File: src/design/synth_link_consts.svh
// What this block does
// - clamp bit clamps pump while off
// - linearity field nonzero enables linearity mode
// - bit 10 picks integer or fractional
// - bit 9 picks lock detector algorithm
// - host sets rate bit from detector frequency
// - bit 7 picks 10ns or 6ns window
// - bit 6 sets phase detector polarity
// - bit 5 shuts the device down
// - bit 4 floats the pump output
// - bit 3 holds both counters reset
// - bit 31 selects write or read
// - bits 2:0 address; aux unused zeroed
// - bit 21 disables reference input stage
// - bits 20:19 pick divider function
// - divider value 1..4095, zero never programmed
// - converter mode off or temperature sensor
// - trigger bit starts one conversion, only with temperature sensor mode
// - power flag reads 1 until read once
// - valid low while converting, result 9:3
// - upper word address 011, reset 00000043
`ifndef SYNTH_LINK_CONSTS_SVH
`define SYNTH_LINK_CONSTS_SVH

// ********************************************************************
// serial word layout
// ********************************************************************
`define WORD_W          32
`define BIT_READ        31
`define ADDR_HI         2
`define ADDR_LO         0
`define ADDR_UPPER      3'h3
`define ADDR_AUX        3'h4
`define ADDR_STATUS     3'h6

// ********************************************************************
// upper control word
// ********************************************************************
`define UPPER_RESET     32'h00000043
`define UPPER_UNUSED_HI 30
`define UPPER_UNUSED_LO 18
`define BIT_CLAMP       13
`define LIN_HI          12
`define LIN_LO          11
`define BIT_INTEGER     10
`define BIT_LOCK_FUNC   9
`define BIT_LOCK_RATE   8
`define BIT_LOCK_WIN    7
`define BIT_POLARITY    6
`define BIT_POWER_DOWN  5
`define BIT_HIGH_Z      4
`define BIT_CNT_CLEAR   3

// ********************************************************************
// auxiliary word
// ********************************************************************
`define AUX_RESET       32'h00000004
`define AUX_UNUSED_HI   30
`define AUX_UNUSED_LO   22
`define BIT_REF_OFF     21
`define DIVM_HI         20
`define DIVM_LO         19
`define DIVV_HI         18
`define DIVV_LO         7
`define CONVM_HI        6
`define CONVM_LO        4
`define BIT_TRIGGER     3
`define CONVM_TEMP      3'h1

// ********************************************************************
// status word
// ********************************************************************
`define STATUS_UNUSED_W 19
`define RESULT_W        7

// ********************************************************************
// serial clock timing, in system clocks per half period
// ********************************************************************
`define DEF_SCLK_HALF   4

`endif

File: src/design/synth_link_pkg.sv
package synth_link_pkg;

  typedef logic [31:0] serial_word_t;
  typedef logic [2:0]  reg_addr_t;

  // host sequencer states
  typedef enum logic [2:0] {
    H_IDLE,
    H_SHIFT_LOW,
    H_SHIFT_HIGH,
    H_LATCH,
    H_READ_LOW,
    H_READ_HIGH
  } host_state_t;

endpackage : synth_link_pkg

File: src/design/serial_link_if.sv
`timescale 1ns/1ps
// 3-wire serial port plus readback line, all push-pull
interface serial_link_if;
  logic sclk;   // serial clock, made by the host
  logic sdata;  // host to device data
  logic le;     // latch enable, rising edge commits word
  logic sdo;    // device readback data

  modport device_end (input sclk, input sdata, input le, output sdo);
  modport host_end   (output sclk, output sdata, output le, input sdo);
endinterface : serial_link_if

File: src/design/synth_regs_device.sv
`timescale 1ns/1ps
`include "synth_link_consts.svh"

module synth_regs_device
  import synth_link_pkg::*;
(
  input  wire logic         clock,               // system clock
  input  wire logic         sys_rst,             // synchronous reset, high
  serial_link_if.device_end link,                // serial port from host
  input  wire logic         conv_done,           // converter finished, pulse
  input  wire logic [6:0]   conv_result,         // converter sample
  output logic              pump_clamp_en,       // clamp pump while off
  output logic              linearity_en,        // pump linearity mode on
  output logic              integer_mode,        // 1 integer, 0 fractional
  output logic              lock_det_integer,    // integer-N lock detector
  output logic              lock_rate_fast,      // detector above 32MHz
  output logic              lock_window_narrow,  // 6ns window when 1
  output logic              detector_positive,   // positive pfd polarity
  output logic              power_down,          // device shutdown
  output logic              pump_high_z,         // pump output floated
  output logic              counters_held,       // ref and fb counters reset
  output logic              reference_stage_off, // reference stage disabled
  output logic [1:0]        aux_divider_mode,    // divider function
  output logic [11:0]       aux_divider_value,   // divide ratio
  output logic              converter_on,        // temperature sensor selected
  output logic              conversion_start     // one-cycle start pulse
);

  // ******************************************************************
  // link edge detection
  // ******************************************************************
  logic         sclk_prev_reg;
  logic         le_prev_reg;
  logic         sclk_rise;
  logic         sclk_fall;
  logic         le_rise;

  // inputs are taken as synchronous, so only a one-deep history is kept
  always_ff @(posedge clock)
  begin
    if (sys_rst)
    begin
      sclk_prev_reg <= 1'b0;
      le_prev_reg   <= 1'b0;
    end
    else
    begin
      sclk_prev_reg <= link.sclk;
      le_prev_reg   <= link.le;
    end
  end

  assign sclk_rise = link.sclk & ~sclk_prev_reg;
  assign sclk_fall = ~link.sclk & sclk_prev_reg;
  assign le_rise   = link.le & ~le_prev_reg;

  // ******************************************************************
  // inbound shift register
  // ******************************************************************
  serial_word_t shift_in_reg;
  logic         word_is_read;
  reg_addr_t    word_addr;
  logic         wr_upper;
  logic         wr_aux;
  logic         rd_any;

  // msb first; readback clocks also land here but are never latched
  always_ff @(posedge clock)
  begin
    if (sys_rst)
      shift_in_reg <= '0;
    else if (sclk_rise)
      shift_in_reg <= {shift_in_reg[`WORD_W-2:0], link.sdata};
  end

  assign word_is_read = shift_in_reg[`BIT_READ];
  assign word_addr    = shift_in_reg[`ADDR_HI:`ADDR_LO];
  assign wr_upper     = le_rise & ~word_is_read & (word_addr == `ADDR_UPPER);
  assign wr_aux       = le_rise & ~word_is_read & (word_addr == `ADDR_AUX);
  assign rd_any       = le_rise & word_is_read;

  // ******************************************************************
  // upper control word
  // ******************************************************************
  serial_word_t upper_reg;
  logic         linearity_reg;

  // the address field is forced so readback always names the register
  always_ff @(posedge clock)
  begin
    if (sys_rst)
      upper_reg <= `UPPER_RESET;
    else if (wr_upper)
      upper_reg <= {1'b0, shift_in_reg[`BIT_READ-1:`ADDR_HI+1], `ADDR_UPPER};
  end

  // any nonzero linearity code turns the mode on
  always_ff @(posedge clock)
  begin
    if (sys_rst)
      linearity_reg <= 1'b0;
    else if (wr_upper)
      linearity_reg <= |shift_in_reg[`LIN_HI:`LIN_LO];
  end

  // control outputs other than linearity_en are taken straight from the stored word
  assign pump_clamp_en      = upper_reg[`BIT_CLAMP];
  assign linearity_en       = linearity_reg;
  assign integer_mode       = upper_reg[`BIT_INTEGER];
  assign lock_det_integer   = upper_reg[`BIT_LOCK_FUNC];
  assign lock_rate_fast     = upper_reg[`BIT_LOCK_RATE];
  assign lock_window_narrow = upper_reg[`BIT_LOCK_WIN];
  assign detector_positive  = upper_reg[`BIT_POLARITY];
  assign power_down         = upper_reg[`BIT_POWER_DOWN];
  assign pump_high_z        = upper_reg[`BIT_HIGH_Z];
  assign counters_held      = upper_reg[`BIT_CNT_CLEAR];

  // ******************************************************************
  // auxiliary word
  // ******************************************************************
  serial_word_t aux_reg;
  logic         conv_on_reg;
  logic         start_req;

  // unused bits are stored as written; the host keeps them zero
  always_ff @(posedge clock)
  begin
    if (sys_rst)
      aux_reg <= `AUX_RESET;
    else if (wr_aux)
      aux_reg <= {1'b0, shift_in_reg[`BIT_READ-1:`ADDR_HI+1], `ADDR_AUX};
  end

  // only the temperature sensor code powers the converter; others are idle
  always_ff @(posedge clock)
  begin
    if (sys_rst)
      conv_on_reg <= 1'b0;
    else if (wr_aux)
      conv_on_reg <= (shift_in_reg[`CONVM_HI:`CONVM_LO] == `CONVM_TEMP);
  end

  assign reference_stage_off = aux_reg[`BIT_REF_OFF];
  assign aux_divider_mode    = aux_reg[`DIVM_HI:`DIVM_LO];
  assign aux_divider_value   = aux_reg[`DIVV_HI:`DIVV_LO];
  assign converter_on        = conv_on_reg;

  // a start only counts when the written mode enables the converter
  assign start_req = wr_aux & shift_in_reg[`BIT_TRIGGER]
                     & (shift_in_reg[`CONVM_HI:`CONVM_LO] == `CONVM_TEMP);

  // ******************************************************************
  // converter handshake and result
  // ******************************************************************
  logic         conv_start_reg;
  logic         conv_busy_reg;
  logic         conv_valid_reg;
  logic [6:0]   conv_data_reg;

  // start pulse towards the converter
  always_ff @(posedge clock)
  begin
    if (sys_rst)
      conv_start_reg <= 1'b0;
    else
      conv_start_reg <= start_req;
  end

  assign conversion_start = conv_start_reg;

  // a new start beats a done in the same cycle: the old sample is stale
  always_ff @(posedge clock)
  begin
    if (sys_rst)
    begin
      conv_busy_reg  <= 1'b0;
      conv_valid_reg <= 1'b0;
    end
    else if (start_req)
    begin
      conv_busy_reg  <= 1'b1;
      conv_valid_reg <= 1'b0;
    end
    else if (conv_busy_reg && conv_done)
    begin
      conv_busy_reg  <= 1'b0;
      conv_valid_reg <= 1'b1;
    end
  end

  // result changes only on the done of a conversion that was started
  always_ff @(posedge clock)
  begin
    if (sys_rst)
      conv_data_reg <= '0;
    else if (conv_busy_reg && conv_done && !start_req)
      conv_data_reg <= conv_result;
  end

  // ******************************************************************
  // power-on flag
  // ******************************************************************
  logic         por_flag_reg;

  // the read that clears it still returns the 1 from its snapshot
  always_ff @(posedge clock)
  begin
    if (sys_rst)
      por_flag_reg <= 1'b1;
    else if (rd_any && word_addr == `ADDR_STATUS)
      por_flag_reg <= 1'b0;
  end

  // ******************************************************************
  // readback
  // ******************************************************************
  serial_word_t rd_word;
  serial_word_t shift_out_reg;

  // addresses outside this slice read back as zero
  always_comb
  begin
    case (word_addr)
      `ADDR_UPPER:  rd_word = upper_reg;
      `ADDR_AUX:    rd_word = aux_reg;
      `ADDR_STATUS: rd_word = {1'b1, {`STATUS_UNUSED_W{1'b0}}, por_flag_reg,
                               conv_valid_reg, conv_data_reg, `ADDR_STATUS};
      default:      rd_word = '0;
    endcase
  end

  // snapshot on the latch, then advance after each falling sclk so the
  // host can sample on its rising edge with SCLK_HALF-1 clocks of margin
  always_ff @(posedge clock)
  begin
    if (sys_rst)
      shift_out_reg <= '0;
    else if (rd_any)
      shift_out_reg <= rd_word;
    else if (sclk_fall)
      shift_out_reg <= {shift_out_reg[`WORD_W-2:0], 1'b0};
  end

  assign link.sdo = shift_out_reg[`WORD_W-1];

endmodule : synth_regs_device

File: src/flat_wrapper.sv
// flat-port wrapper written by rule: the top's interface ports become plain ports
module synth_regs_device_flat import synth_link_pkg::*;
  (clock, sys_rst, conv_done, conv_result, pump_clamp_en, linearity_en, integer_mode, lock_det_integer, lock_rate_fast, lock_window_narrow, detector_positive, power_down, pump_high_z, counters_held, reference_stage_off, aux_divider_mode, aux_divider_value, converter_on, conversion_start, link_sclk, link_sdata, link_le, link_sdo);
  serial_link_if link_i ();
  input  wire logic clock;
  input  wire logic sys_rst;
  input  wire logic conv_done;
  input  wire logic [6:0] conv_result;
  output logic pump_clamp_en;
  output logic linearity_en;
  output logic integer_mode;
  output logic lock_det_integer;
  output logic lock_rate_fast;
  output logic lock_window_narrow;
  output logic detector_positive;
  output logic power_down;
  output logic pump_high_z;
  output logic counters_held;
  output logic reference_stage_off;
  output logic [1:0] aux_divider_mode;
  output logic [11:0] aux_divider_value;
  output logic converter_on;
  output logic conversion_start;
  input wire logic [$bits(link_i.sclk)-1:0] link_sclk;
  input wire logic [$bits(link_i.sdata)-1:0] link_sdata;
  input wire logic [$bits(link_i.le)-1:0] link_le;
  output wire logic [$bits(link_i.sdo)-1:0] link_sdo;
  assign link_i.sclk = link_sclk;
  assign link_i.sdata = link_sdata;
  assign link_i.le = link_le;
  assign link_sdo = link_i.sdo;
  synth_regs_device u_core (.clock(clock), .sys_rst(sys_rst), .link(link_i), .conv_done(conv_done), .conv_result(conv_result), .pump_clamp_en(pump_clamp_en), .linearity_en(linearity_en), .integer_mode(integer_mode), .lock_det_integer(lock_det_integer), .lock_rate_fast(lock_rate_fast), .lock_window_narrow(lock_window_narrow), .detector_positive(detector_positive), .power_down(power_down), .pump_high_z(pump_high_z), .counters_held(counters_held), .reference_stage_off(reference_stage_off), .aux_divider_mode(aux_divider_mode), .aux_divider_value(aux_divider_value), .converter_on(converter_on), .conversion_start(conversion_start));
endmodule
File: config.mk
export PLATFORM = sky130hd
export DESIGN_NAME = synth_regs_device_flat
export DESIGN_NICKNAME = d
export VERILOG_FILES = /design/src/design/synth_link_pkg.sv /design/src/design/serial_link_if.sv /design/src/design/synth_regs_device.sv /design/src/flat_wrapper.sv
export VERILOG_INCLUDE_DIRS = /design/src /design/src/design
export SDC_FILE = /design/constraint.sdc
export NUM_CORES = 1
export LEC_CHECK = 0
export BUFFER_PORTS_ARGS = -buffer_cell sky130_fd_sc_hd__buf_2
export CELL_PAD_IN_SITES_DETAIL_PLACEMENT = 2
export CELL_PAD_IN_SITES_GLOBAL_PLACEMENT = 2
export CORE_ASPECT_RATIO = 1.4
export CORE_MARGIN = 2
export CORE_UTILIZATION = 37
export CTS_CLUSTER_SIZE = 12
export DETAILED_ROUTE_END_ITERATION = 7
export PLACE_DENSITY_LB_ADDON = 0.1
export SLEW_MARGIN = 0
export SYNTH_ARGS = -nofsm -noshare
export SYNTH_HDL_FRONTEND = slang
export SYNTH_SLANG_ARGS = --single-unit
File: constraint.sdc
create_clock -name clock -period 1.5 [get_ports clock]
set_input_delay 0.15 -clock clock [delete_from_list [all_inputs] [get_ports clock]]
set_output_delay 0.15 -clock clock [all_outputs]
set_load 0.005 [all_outputs]
==> impl_metrics.csv, run 1 <==
group,metric,value,unit
run_status,status,"finished, final reports clean",
synth,syn-instance-count,667,
detailed_routing,routed_via_density,5.94,
floorplanning,fp.dieH,154,um
timing,fmaxAchievable,681,MHz
global_route,antenna_found_initial,0,
worst_setup_path,cp_slowest_cell,"dfxtp_2",
timing,finClkSkew,0.00867,ns
timing,rsz0062_at_grt,"true",
hold_path,min_from,"link_sdata",
timing,relSlewSlack,75.1,%
finish,synthToLayoutAreaGrowth,19.7,%
detailed_routing,initialDrtViolationCount,310,
clock_network,cts_buffers,17,
worst_setup_path,crit_family,"compound AO/OA/AOI/OAI gates",
floorplanning,initial_core_util,38.0,%
global_route,grt_pass1_wl,32000,um
worst_setup_path,cp-start-kind,"flop",
worst_setup_path,cp_data_required_time,1.80,ns
synth,synth-edff-count,0,
clock_network,clock_latency,0.43,ns
worst_setup_path,reg2reg_depth,4,
timing,finalSetupViolCount,0,
clock_network,cts_tree,"done",
finish,fin_nets,693,
finish,final_cell_mix,"dfxtp_1 (132), a21oi_1 (94), nand2_1 (65), nand3_1 (65), o21ai_1 (47)",
finish,fill_cells,1662,
detailed_routing,ant_nets,0,
floorplanning,die_x,111,um
timing,slew_violations,0,
synth,synth-async-reset-ratio,0,%
worst_setup_path,r2r-start,"u_core.shift_in_reg[2]",
detailed_routing,drcViolationCount,0,
synth,ys_seq_area_share,45.3,%
finish,diodes,0,
finish,drive_gt1_share,20.9,%
detailed_routing,dr.pass1.iters,4,
flow_run,maxCapViolCount,0,
worst_setup_path,rr_endpoint,"u_core.shift_out_reg[19]",
synth,synth_ff_type,"dfxtp_1",
worst_setup_path,slowest_delay,0.39,ns
synth,yosysWarnings,0,
timing,tightestPinTransition,0.372,ns
hold_path,hold_path_depth,3,
placement,gp_congestion,0.790,
clock_network,clockRootBuffer,"clkbuf_16",
floorplanning,rows,54,
timing,setup_tns,0,ns
timing,layout_min_cycle_time,1.47,ns
timing,fin_crit_sh,97.9,%
hold_path,holdPathEnd,"u_core.shift_in_reg[0]",
floorplanning,dieArea,17200,um2
timing,whs,0.0385,ns
finish,layout_commonest_cell,"dfxtp_1",
timing,hold_violations,0,
synth,ys_ff_latch,135,
clock_network,cts_max_path_buffers,2,
synth,yosysUniqueCellTypes,35,
synth,syn_nets,680,
detailed_routing,wl_per_cell,22.4,um
worst_setup_path,crit_path_end_kind,"flop",
synth,syn_area,5960,um2
placement,dpl.hpwl,11400,um
detailed_routing,vias,5284,
worst_setup_path,path_buf_inv,1,
pwr,powerDensity,1240,nW/um2
floorplanning,coreArea,15700,um2
floorplanning,io_pins,41,
clock_network,clkTransAtPathRegs,0.06,ns
clock_network,h-tree-depth,4,
placement,dp_slack,-0.0578,ns
hold_path,hp-class,"in -> reg",
global_route,grt_max_degree,62,
worst_setup_path,crit_path_cell_trace,"and3b_2 > buf_12 > a221oi_1 > a211oi_1",
worst_setup_path,cp.arrival,1.77,ns
pwr,p_leak,0.00273,uW
timing,setup_slack,0.0313,ns
synth,synth_area_per_cell,8.93,um2
worst_setup_path,crit_type,"reg -> reg",
worst_setup_path,worstPathMaxFanout,27,
worst_setup_path,rrSetupSlack,0.03,ns
global_route,grt_pass1_vias,5865,
placement,port_buffers,40,
global_route,grt_usage,23.4,%
global_route,grt_remaining_overflow,0,
detailed_routing,routed_wl,19900,um
pwr,vdd_drop_max,0.596,mV
clock_network,cts.sinks,135,
finish,fin_util,45.5,%
## cell families after synthesis
logic type | share of synthesized area (%)
flops | 45.3
xor+xnor | 0.147
simple gates | 15.3
mux | 6.91
buf+inv | 8.80
compound gates | 23.5
## synth_stat cells, types with 2 or more instances
cell type	instances	area (um2)
buf_2	25	125
a22oi_1	7	52.6
nand2b_1	4	25.0
a221oi_2	10	150
nor3b_2	2	25.0
buf_4	22	165
buf_1	6	22.5
dfxtp_1	135	2700
mux2_2	9	101
a211oi_1	31	233
nand3b_1	4	30.0
nand2_1	65	244
and4b_1	7	70.1
o21ai_0	26	130
o21ai_1	39	195
mux2i_1	31	310
or3b_1	2	17.5
buf_6	9	101
nor2b_1	11	68.8
a221oi_1	18	158
clkbuf_1	24	90.1
a21oi_1	94	470
nand4_1	8	50.1
nand3_1	65	325
nor2_1	3	11.3
## metal layers
metal | share of wire, % | global-route usage [%] | vias up | wire length (um)
li1 | - | - | 2451 | -
met1 | 43 | 27.0 | 2729 | 8540
met2 | 52 | 43.0 | 77 | 10400
met3 | 2.5 | 4.81 | 27 | 506
met4 | 2.1 | 7.76 | 0 | 422
met5 | 0 | 0 | - | 0
## timing repair
action / CTS / global route
hold endpoints to repair: 2 / 0
setup endpoints to repair: 30 / 54
resized for setup: 7 / 15
gates cloned: 0 / 2
hold buffers: 2 / 0
buffers inserted: 2 / 0
pin swaps: 1 / 4
## layout make-up
type                    count  area, um2  share of cell area [%]
well taps                 196        245                    3.44
repair buffers             82        727                    10.2
multi-input cells         444       2780                    39.0
clock buffers              18        429                    6.01
flip-flops and latches    135       2710                    37.9
clock inverters            14        248                    3.47
## tightest hold or removal path, cell delays in order
cell and delay (ns):
buf_2 0.10, nand2_1 0.10, a21oi_1 0.07
## through the flow
step	cell area [um2]	total power, uW	cells
after floorplan	5960	3890	667
after global placement	6320	4030	851
after detailed placement	6320	4040	851
after CTS	7050	8890	887
after global routing	7140	9090	889
final	7140	8850	889
## report_power, final
part / internal [uW] / switching, uW
logic: 119 / 267
clock network: 3140 / 1730
registers: 3590 / 8.67
## how the worst max path moves through the flow
stage                            from                  endpoint  slack, ns  depth (start not counted)
2_1_floorplan  u_core.shift_in_reg[0]        u_core.aux_reg[15]       0.14                          6
3_3_place_gp   u_core.shift_in_reg[2]  u_core.shift_out_reg[17]     -0.002                          4
3_5_place_dp   u_core.shift_in_reg[1]  u_core.shift_out_reg[10]      -0.06                          4
4_1_cts            u_core.le_prev_reg      u_core.upper_reg[21]    -0.0007                          4
5_1_grt        u_core.shift_in_reg[1]  u_core.shift_out_reg[17]      -0.06                          6
6_report       u_core.shift_in_reg[2]  u_core.shift_out_reg[19]       0.03                          4
Note: power is estimated with default switching activity, not from simulation.
==> run 2, diff against run 1 <==
--- a/config.mk
+++ b/config.mk
@@ -7,6 +7,7 @@
 export NUM_CORES = 1
 export LEC_CHECK = 0
 export BUFFER_PORTS_ARGS = -buffer_cell sky130_fd_sc_hd__buf_2
+export CAP_MARGIN = 0
 export CELL_PAD_IN_SITES_DETAIL_PLACEMENT = 2
 export CELL_PAD_IN_SITES_GLOBAL_PLACEMENT = 2
 export CORE_ASPECT_RATIO = 1.4
@@ -14,7 +15,7 @@
 export CORE_UTILIZATION = 37
 export CTS_CLUSTER_SIZE = 12
 export DETAILED_ROUTE_END_ITERATION = 7
-export PLACE_DENSITY_LB_ADDON = 0.1
+export PLACE_DENSITY = 0.87
 export SLEW_MARGIN = 0
 export SYNTH_ARGS = -nofsm -noshare
 export SYNTH_HDL_FRONTEND = slang
==> impl_metrics.csv, run 2 (same netlist as run 1, synthesis figures left out) <==
group,metric,value,unit
finish,fin_nets,701,
finish,layout_commonest_cell,"dfxtp_1",
floorplanning,fp.dieH,154,um
clock_network,cts_buffers,17,
floorplanning,dieArea,17200,um2
worst_setup_path,cp-start-kind,"flop",
floorplanning,io_pins,41,
detailed_routing,ant_nets,0,
run_status,status,"complete, but fails checks",
worst_setup_path,crit_type,"reg -> reg",
placement,port_buffers,40,
global_route,grt_remaining_overflow,0,
pwr,vdd_drop_max,0.873,mV
hold_path,hp-class,"in -> reg",
worst_setup_path,cp.arrival,2.05,ns
hold_path,holdPathEnd,"u_core.sclk_prev_reg",
placement,gp_congestion,0.751,
timing,relSlewSlack,66.6,%
detailed_routing,dr.pass1.iters,5,
worst_setup_path,worstPathMaxFanout,13,
worst_setup_path,r2r-start,"u_core.shift_in_reg[0]",
global_route,grt_usage,26.9,%
worst_setup_path,rr_endpoint,"u_core.aux_reg[28]",
pwr,powerDensity,1150,nW/um2
clock_network,cts_tree,"done",
placement,dpl.hpwl,12300,um
worst_setup_path,path_common_cell,"buf_4",
hold_path,min_from,"link_sclk",
timing,slew_violations,0,
detailed_routing,routed_wl,26700,um
detailed_routing,routed_via_density,6.37,
clock_network,clockRootBuffer,"clkbuf_16",
worst_setup_path,path_buf_inv,3,
timing,layout_min_cycle_time,1.71,ns
timing,finalSetupViolCount,42,
finish,drive_gt1_share,27.7,%
worst_setup_path,crit_path_end_kind,"flop",
worst_setup_path,cp_slowest_cell,"dfxtp_4",
floorplanning,die_x,111,um
clock_network,clock_latency,0.45,ns
detailed_routing,wl_per_cell,29.8,um
clock_network,h-tree-depth,4,
floorplanning,coreArea,15700,um2
clock_network,clkTransAtPathRegs,0.07,ns
pwr,p_leak,0.00283,uW
placement,dp_slack,-0.0998,ns
worst_setup_path,rrSetupSlack,-0.21,ns
timing,setup_tns,-1.61,ns
worst_setup_path,crit_path_cell_trace,"buf_4 > nor3b_4 > buf_4 > clkbuf_16 > nand3_1 > a21oi_1",
timing,hold_violations,0,
worst_setup_path,cp_data_required_time,1.84,ns
timing,tightestPinTransition,0.501,ns
hold_path,hold_path_depth,2,
global_route,grt_max_degree,43,
detailed_routing,drcViolationCount,0,
global_route,grt_pass1_wl,35800,um
worst_setup_path,reg2reg_depth,6,
timing,rsz0062_at_grt,"true",
finish,synthToLayoutAreaGrowth,24.1,%
timing,finClkSkew,0.0104,ns
timing,setup_slack,-0.213,ns
timing,fin_crit_sh,114,%
worst_setup_path,crit_family,"buffers and inverters",
detailed_routing,initialDrtViolationCount,360,
timing,fmaxAchievable,584,MHz
floorplanning,rows,54,
global_route,antenna_found_initial,0,
clock_network,cts.sinks,135,
floorplanning,initial_core_util,38.0,%
flow_run,maxCapViolCount,0,
run_status,violations,"setup timing",
finish,final_cell_mix,"dfxtp_1 (130), a21oi_1 (85), nand2_1 (65)",
detailed_routing,vias,5713,
global_route,grt_pass1_vias,6086,
clock_network,cts_max_path_buffers,2,
finish,diodes,0,
worst_setup_path,slowest_delay,0.37,ns
-- run 2: changes by cell type in the layout (fill, tap and decap cells not counted), moves of 6 or more --
cell      delta
a211oi_2     +8
o21ai_2      +6
a21oi_2      +8
buf_4        +7
a221oi_2    +10
a21oi_1      -9
a211oi_1     -8
a221oi_1    -12
-- run 2: final cells by class --
| type | instances | area (um2) |
|---|---|---|
| clock inverters | 12 | 151 |
| flip-flops and latches | 135 | 2710 |
| repair buffers | 90 | 827 |
| well taps | 196 | 245 |
| clock buffers | 20 | 457 |
| fillers | 1618 | 8280 |
| multi-input cells | 444 | 3000 |
-- run 2: report_power, final --
part	total (uW)	internal (uW)	switching (uW)	leakage [uW]
Combinational	412	123	289	0.00145
Sequential	3600	3590	9.43	0.00109
Clock	4480	2690	1780	0.000296
Total	8490	6410	2080	0.00283
-- run 2: how the worst max path moves through the flow --
stage / start / end / cells past startpoint / slack, ns
final: u_core.shift_in_reg[0] / u_core.aux_reg[28] / 6 / -0.21
after detailed placement: u_core.shift_in_reg[31] / u_core.upper_reg[11] / 4 / -0.1
after floorplan: u_core.shift_in_reg[0] / u_core.aux_reg[15] / 6 / 0.14
after global placement: u_core.shift_in_reg[2] / u_core.shift_out_reg[22] / 4 / 0.01
after CTS: u_core.shift_in_reg[31] / u_core.converter_on / 5 / -0.07
after global routing: u_core.shift_in_reg[0] / u_core.aux_reg[28] / 6 / -0.24
-- run 2: layer usage --
metal | global-route usage [%] | part of all wire, %
met5 | 0 | 0
met4 | 9.94 | 6.3
met3 | 5.28 | 4.2
met1 | 30.5 | 38
met2 | 49.7 | 51
-- run 2: worst register-to-register path: stages (launching register included) --
cell	delay [ns]
dfxtp_4	0.37
buf_4	0.16
nor3b_4	0.27
buf_4	0.20
clkbuf_16	0.18
nand3_1	0.13
a21oi_1	0.29
-- run 2: timing repair --
| action | in CTS | in global routing |
|---|---|---|
| pin swaps | 1 | 11 |
| setup endpoints to repair | 54 | 90 |
| setup buffers | 2 | 8 |
| hold buffers | 1 | 0 |
| cloned | 1 | 4 |
| hold endpoints to repair | 1 | 0 |
| resized for setup | 15 | 59 |
-- run 2: per-stage QoR --
step           util (%)  hold slack [ns]  instance area, um2  cells  power [uW]
3_3_place_gp       40.2            0.401                6300    850        4000
2_1_floorplan         -            0.278                5960    667        3890
3_5_place_dp       40.2            0.431                6300    850        4020
4_1_cts            44.6          0.00223                6990    886        8440
6_report           47.2          0.00821                7390    897        8490
5_1_grt            47.2           0.0127                7390    897        8680
==> run 3, diff against run 2 <==
--- a/config.mk
+++ b/config.mk
@@ -11,11 +11,11 @@
 export CELL_PAD_IN_SITES_DETAIL_PLACEMENT = 2
 export CELL_PAD_IN_SITES_GLOBAL_PLACEMENT = 2
 export CORE_ASPECT_RATIO = 1.4
-export CORE_MARGIN = 2
 export CORE_UTILIZATION = 37
 export CTS_CLUSTER_SIZE = 12
 export DETAILED_ROUTE_END_ITERATION = 7
 export PLACE_DENSITY = 0.87
+export SKIP_LAST_GASP = 1
 export SLEW_MARGIN = 0
 export SYNTH_ARGS = -nofsm -noshare
 export SYNTH_HDL_FRONTEND = slang
==> impl_metrics.csv, run 3 (same netlist as run 1, synthesis figures left out) <==
group,metric,value,unit
floorplanning,io_pins,41,
detailed_routing,dr.pass1.iters,5,
timing,hold_violations,0,
clock_network,h-tree-depth,4,
timing,fmaxAchievable,512,MHz
timing,tightestPinTransition,0.702,ns
timing,slew_violations,0,
clock_network,clock_latency,0.45,ns
detailed_routing,drcViolationCount,0,
global_route,grt_usage,32.4,%
pwr,p_total,9030,uW
timing,finClkSkew,0.0130,ns
pwr,powerDensity,1140,nW/um2
finish,layout_commonest_cell,"dfxtp_1",
worst_setup_path,reg2reg_depth,5,
clock_network,holdBufCountCts,0,
timing,rsz0062_at_grt,"true",
worst_setup_path,cp.arrival,2.23,ns
finish,synthToLayoutAreaGrowth,33.3,%
worst_setup_path,rrSetupSlack,-0.45,ns
global_route,grt_max_degree,54,
clock_network,clockRootBuffer,"clkbuf_16",
worst_setup_path,crit_type,"reg -> reg",
floorplanning,coreArea,15700,um2
timing,whs,0.0418,ns
clock_network,cts.sinks,135,
worst_setup_path,cp_data_required_time,1.78,ns
hold_path,hp-class,"in -> reg",
finish,final_cell_mix,"dfxtp_1 (130), a21oi_1 (70), nand2_1 (65)",
finish,fin_nets,713,
detailed_routing,vias,6093,
hold_path,hold_path_depth,2,
global_route,grt_remaining_overflow,0,
worst_setup_path,worstPathMaxFanout,16,
timing,layout_min_cycle_time,1.95,ns
clock_network,cts_buffers,17,
run_status,status,"complete, but fails checks",
worst_setup_path,cp-start-kind,"flop",
pwr,vdd_drop_max,1.16,mV
floorplanning,fp.dieH,152,um
timing,fin_crit_sh,130,%
detailed_routing,wl_per_cell,34.3,um
timing,setup_slack,-0.452,ns
floorplanning,initial_core_util,38.0,%
clock_network,cts_tree,"done",
flow_run,maxCapViolCount,0,
timing,finalSetupViolCount,79,
floorplanning,dieArea,16600,um2
detailed_routing,initialDrtViolationCount,298,
floorplanning,die_x,109,um
finish,diodes,0,
placement,dpl.hpwl,12700,um
run_status,violations,"setup timing",
placement,port_buffers,40,
clock_network,clkTransAtPathRegs,0.07,ns
placement,gp_congestion,0.746,
pwr,p_leak,0.00299,uW
timing,relSlewSlack,52.9,%
global_route,grt_pass1_vias,6380,
finish,drive_gt1_share,33.7,%
detailed_routing,routed_via_density,6.70,
global_route,grt_pass1_wl,39500,um
clock_network,cts_max_path_buffers,2,
detailed_routing,routed_wl,31200,um
detailed_routing,ant_nets,0,
global_route,antenna_found_initial,0,
worst_setup_path,crit_path_end_kind,"flop",
floorplanning,rows,54,
-- run 3: cell types whose count changed in the layout (fill, tap and decap cells not counted), moves of 4 or more --
cell,delta
buf_12,+7
o21ai_0,-7
nand3_4,+4
o21ai_2,+6
nand3_2,+7
a21oi_2,+16
a21oi_1,-15
nand3_1,-11
-- run 3: routing by layer --
layer,global-route usage [%],part of all wire [%]
met4,22.0,8.2
met1,35.5,36
met5,0,0
met2,55.4,51
met3,5.99,5.7
-- run 3: path summary, 6_finish.rpt --
check / from / end
max reg2reg: u_core.shift_in_reg[0] / u_core.shift_out_reg[4]
min: link_sclk / u_core.sclk_prev_reg
max: u_core.shift_in_reg[0] / u_core.shift_out_reg[4]
min reg2reg: u_core.converter_on / u_core.converter_on
-- run 3: per-stage QoR --
step	worst slack [ns]	cell area (um2)	util [%]	instances	TNS, ns
6_report	-0.452	7940	50.7	909	-6.40
5_1_grt	-0.425	7940	50.7	909	-9.04
4_1_cts	-0.0577	7210	46.0	891	-0.212
3_5_place_dp	-0.0895	6310	40.3	850	-0.479
3_3_place_gp	0.0512	6310	40.3	850	0
2_1_floorplan	0.137	5960	-	667	0
-- run 3: area by class of cell --
cell class	instances	area, um2
repair buffers	102	1120
flip-flops and latches	135	2710
clock buffers	21	470
fillers	1547	7730
multi-input cells	444	3200
well taps	196	245
clock inverters	11	194
-- run 3: what timing repair did --
item	4_1_cts	5_1_grt
setup endpoints to repair	84	82
resized for setup	39	103
pin swaps	3	32
cloned	3	8
buffers inserted	6	10
-- run 3: worst max-delay path: stages (launching register included) --
cell      delay [ns]
dfxtp_4         0.39
buf_4           0.13
and3b_2         0.29
buf_12          0.24
a221oi_2        0.10
a211oi_1        0.61
-- run 3: power by group --
| group | internal [uW] | switching [uW] | leakage (uW) | total, uW |
|---|---|---|---|---|
| registers | 3590 | 10.3 | 0.00109 | 3600 |
| clock network | 3090 | 1840 | 0.000324 | 4930 |
| logic | 165 | 331 | 0.00158 | 497 |
| total | 6840 | 2180 | 0.00299 | 9030 |
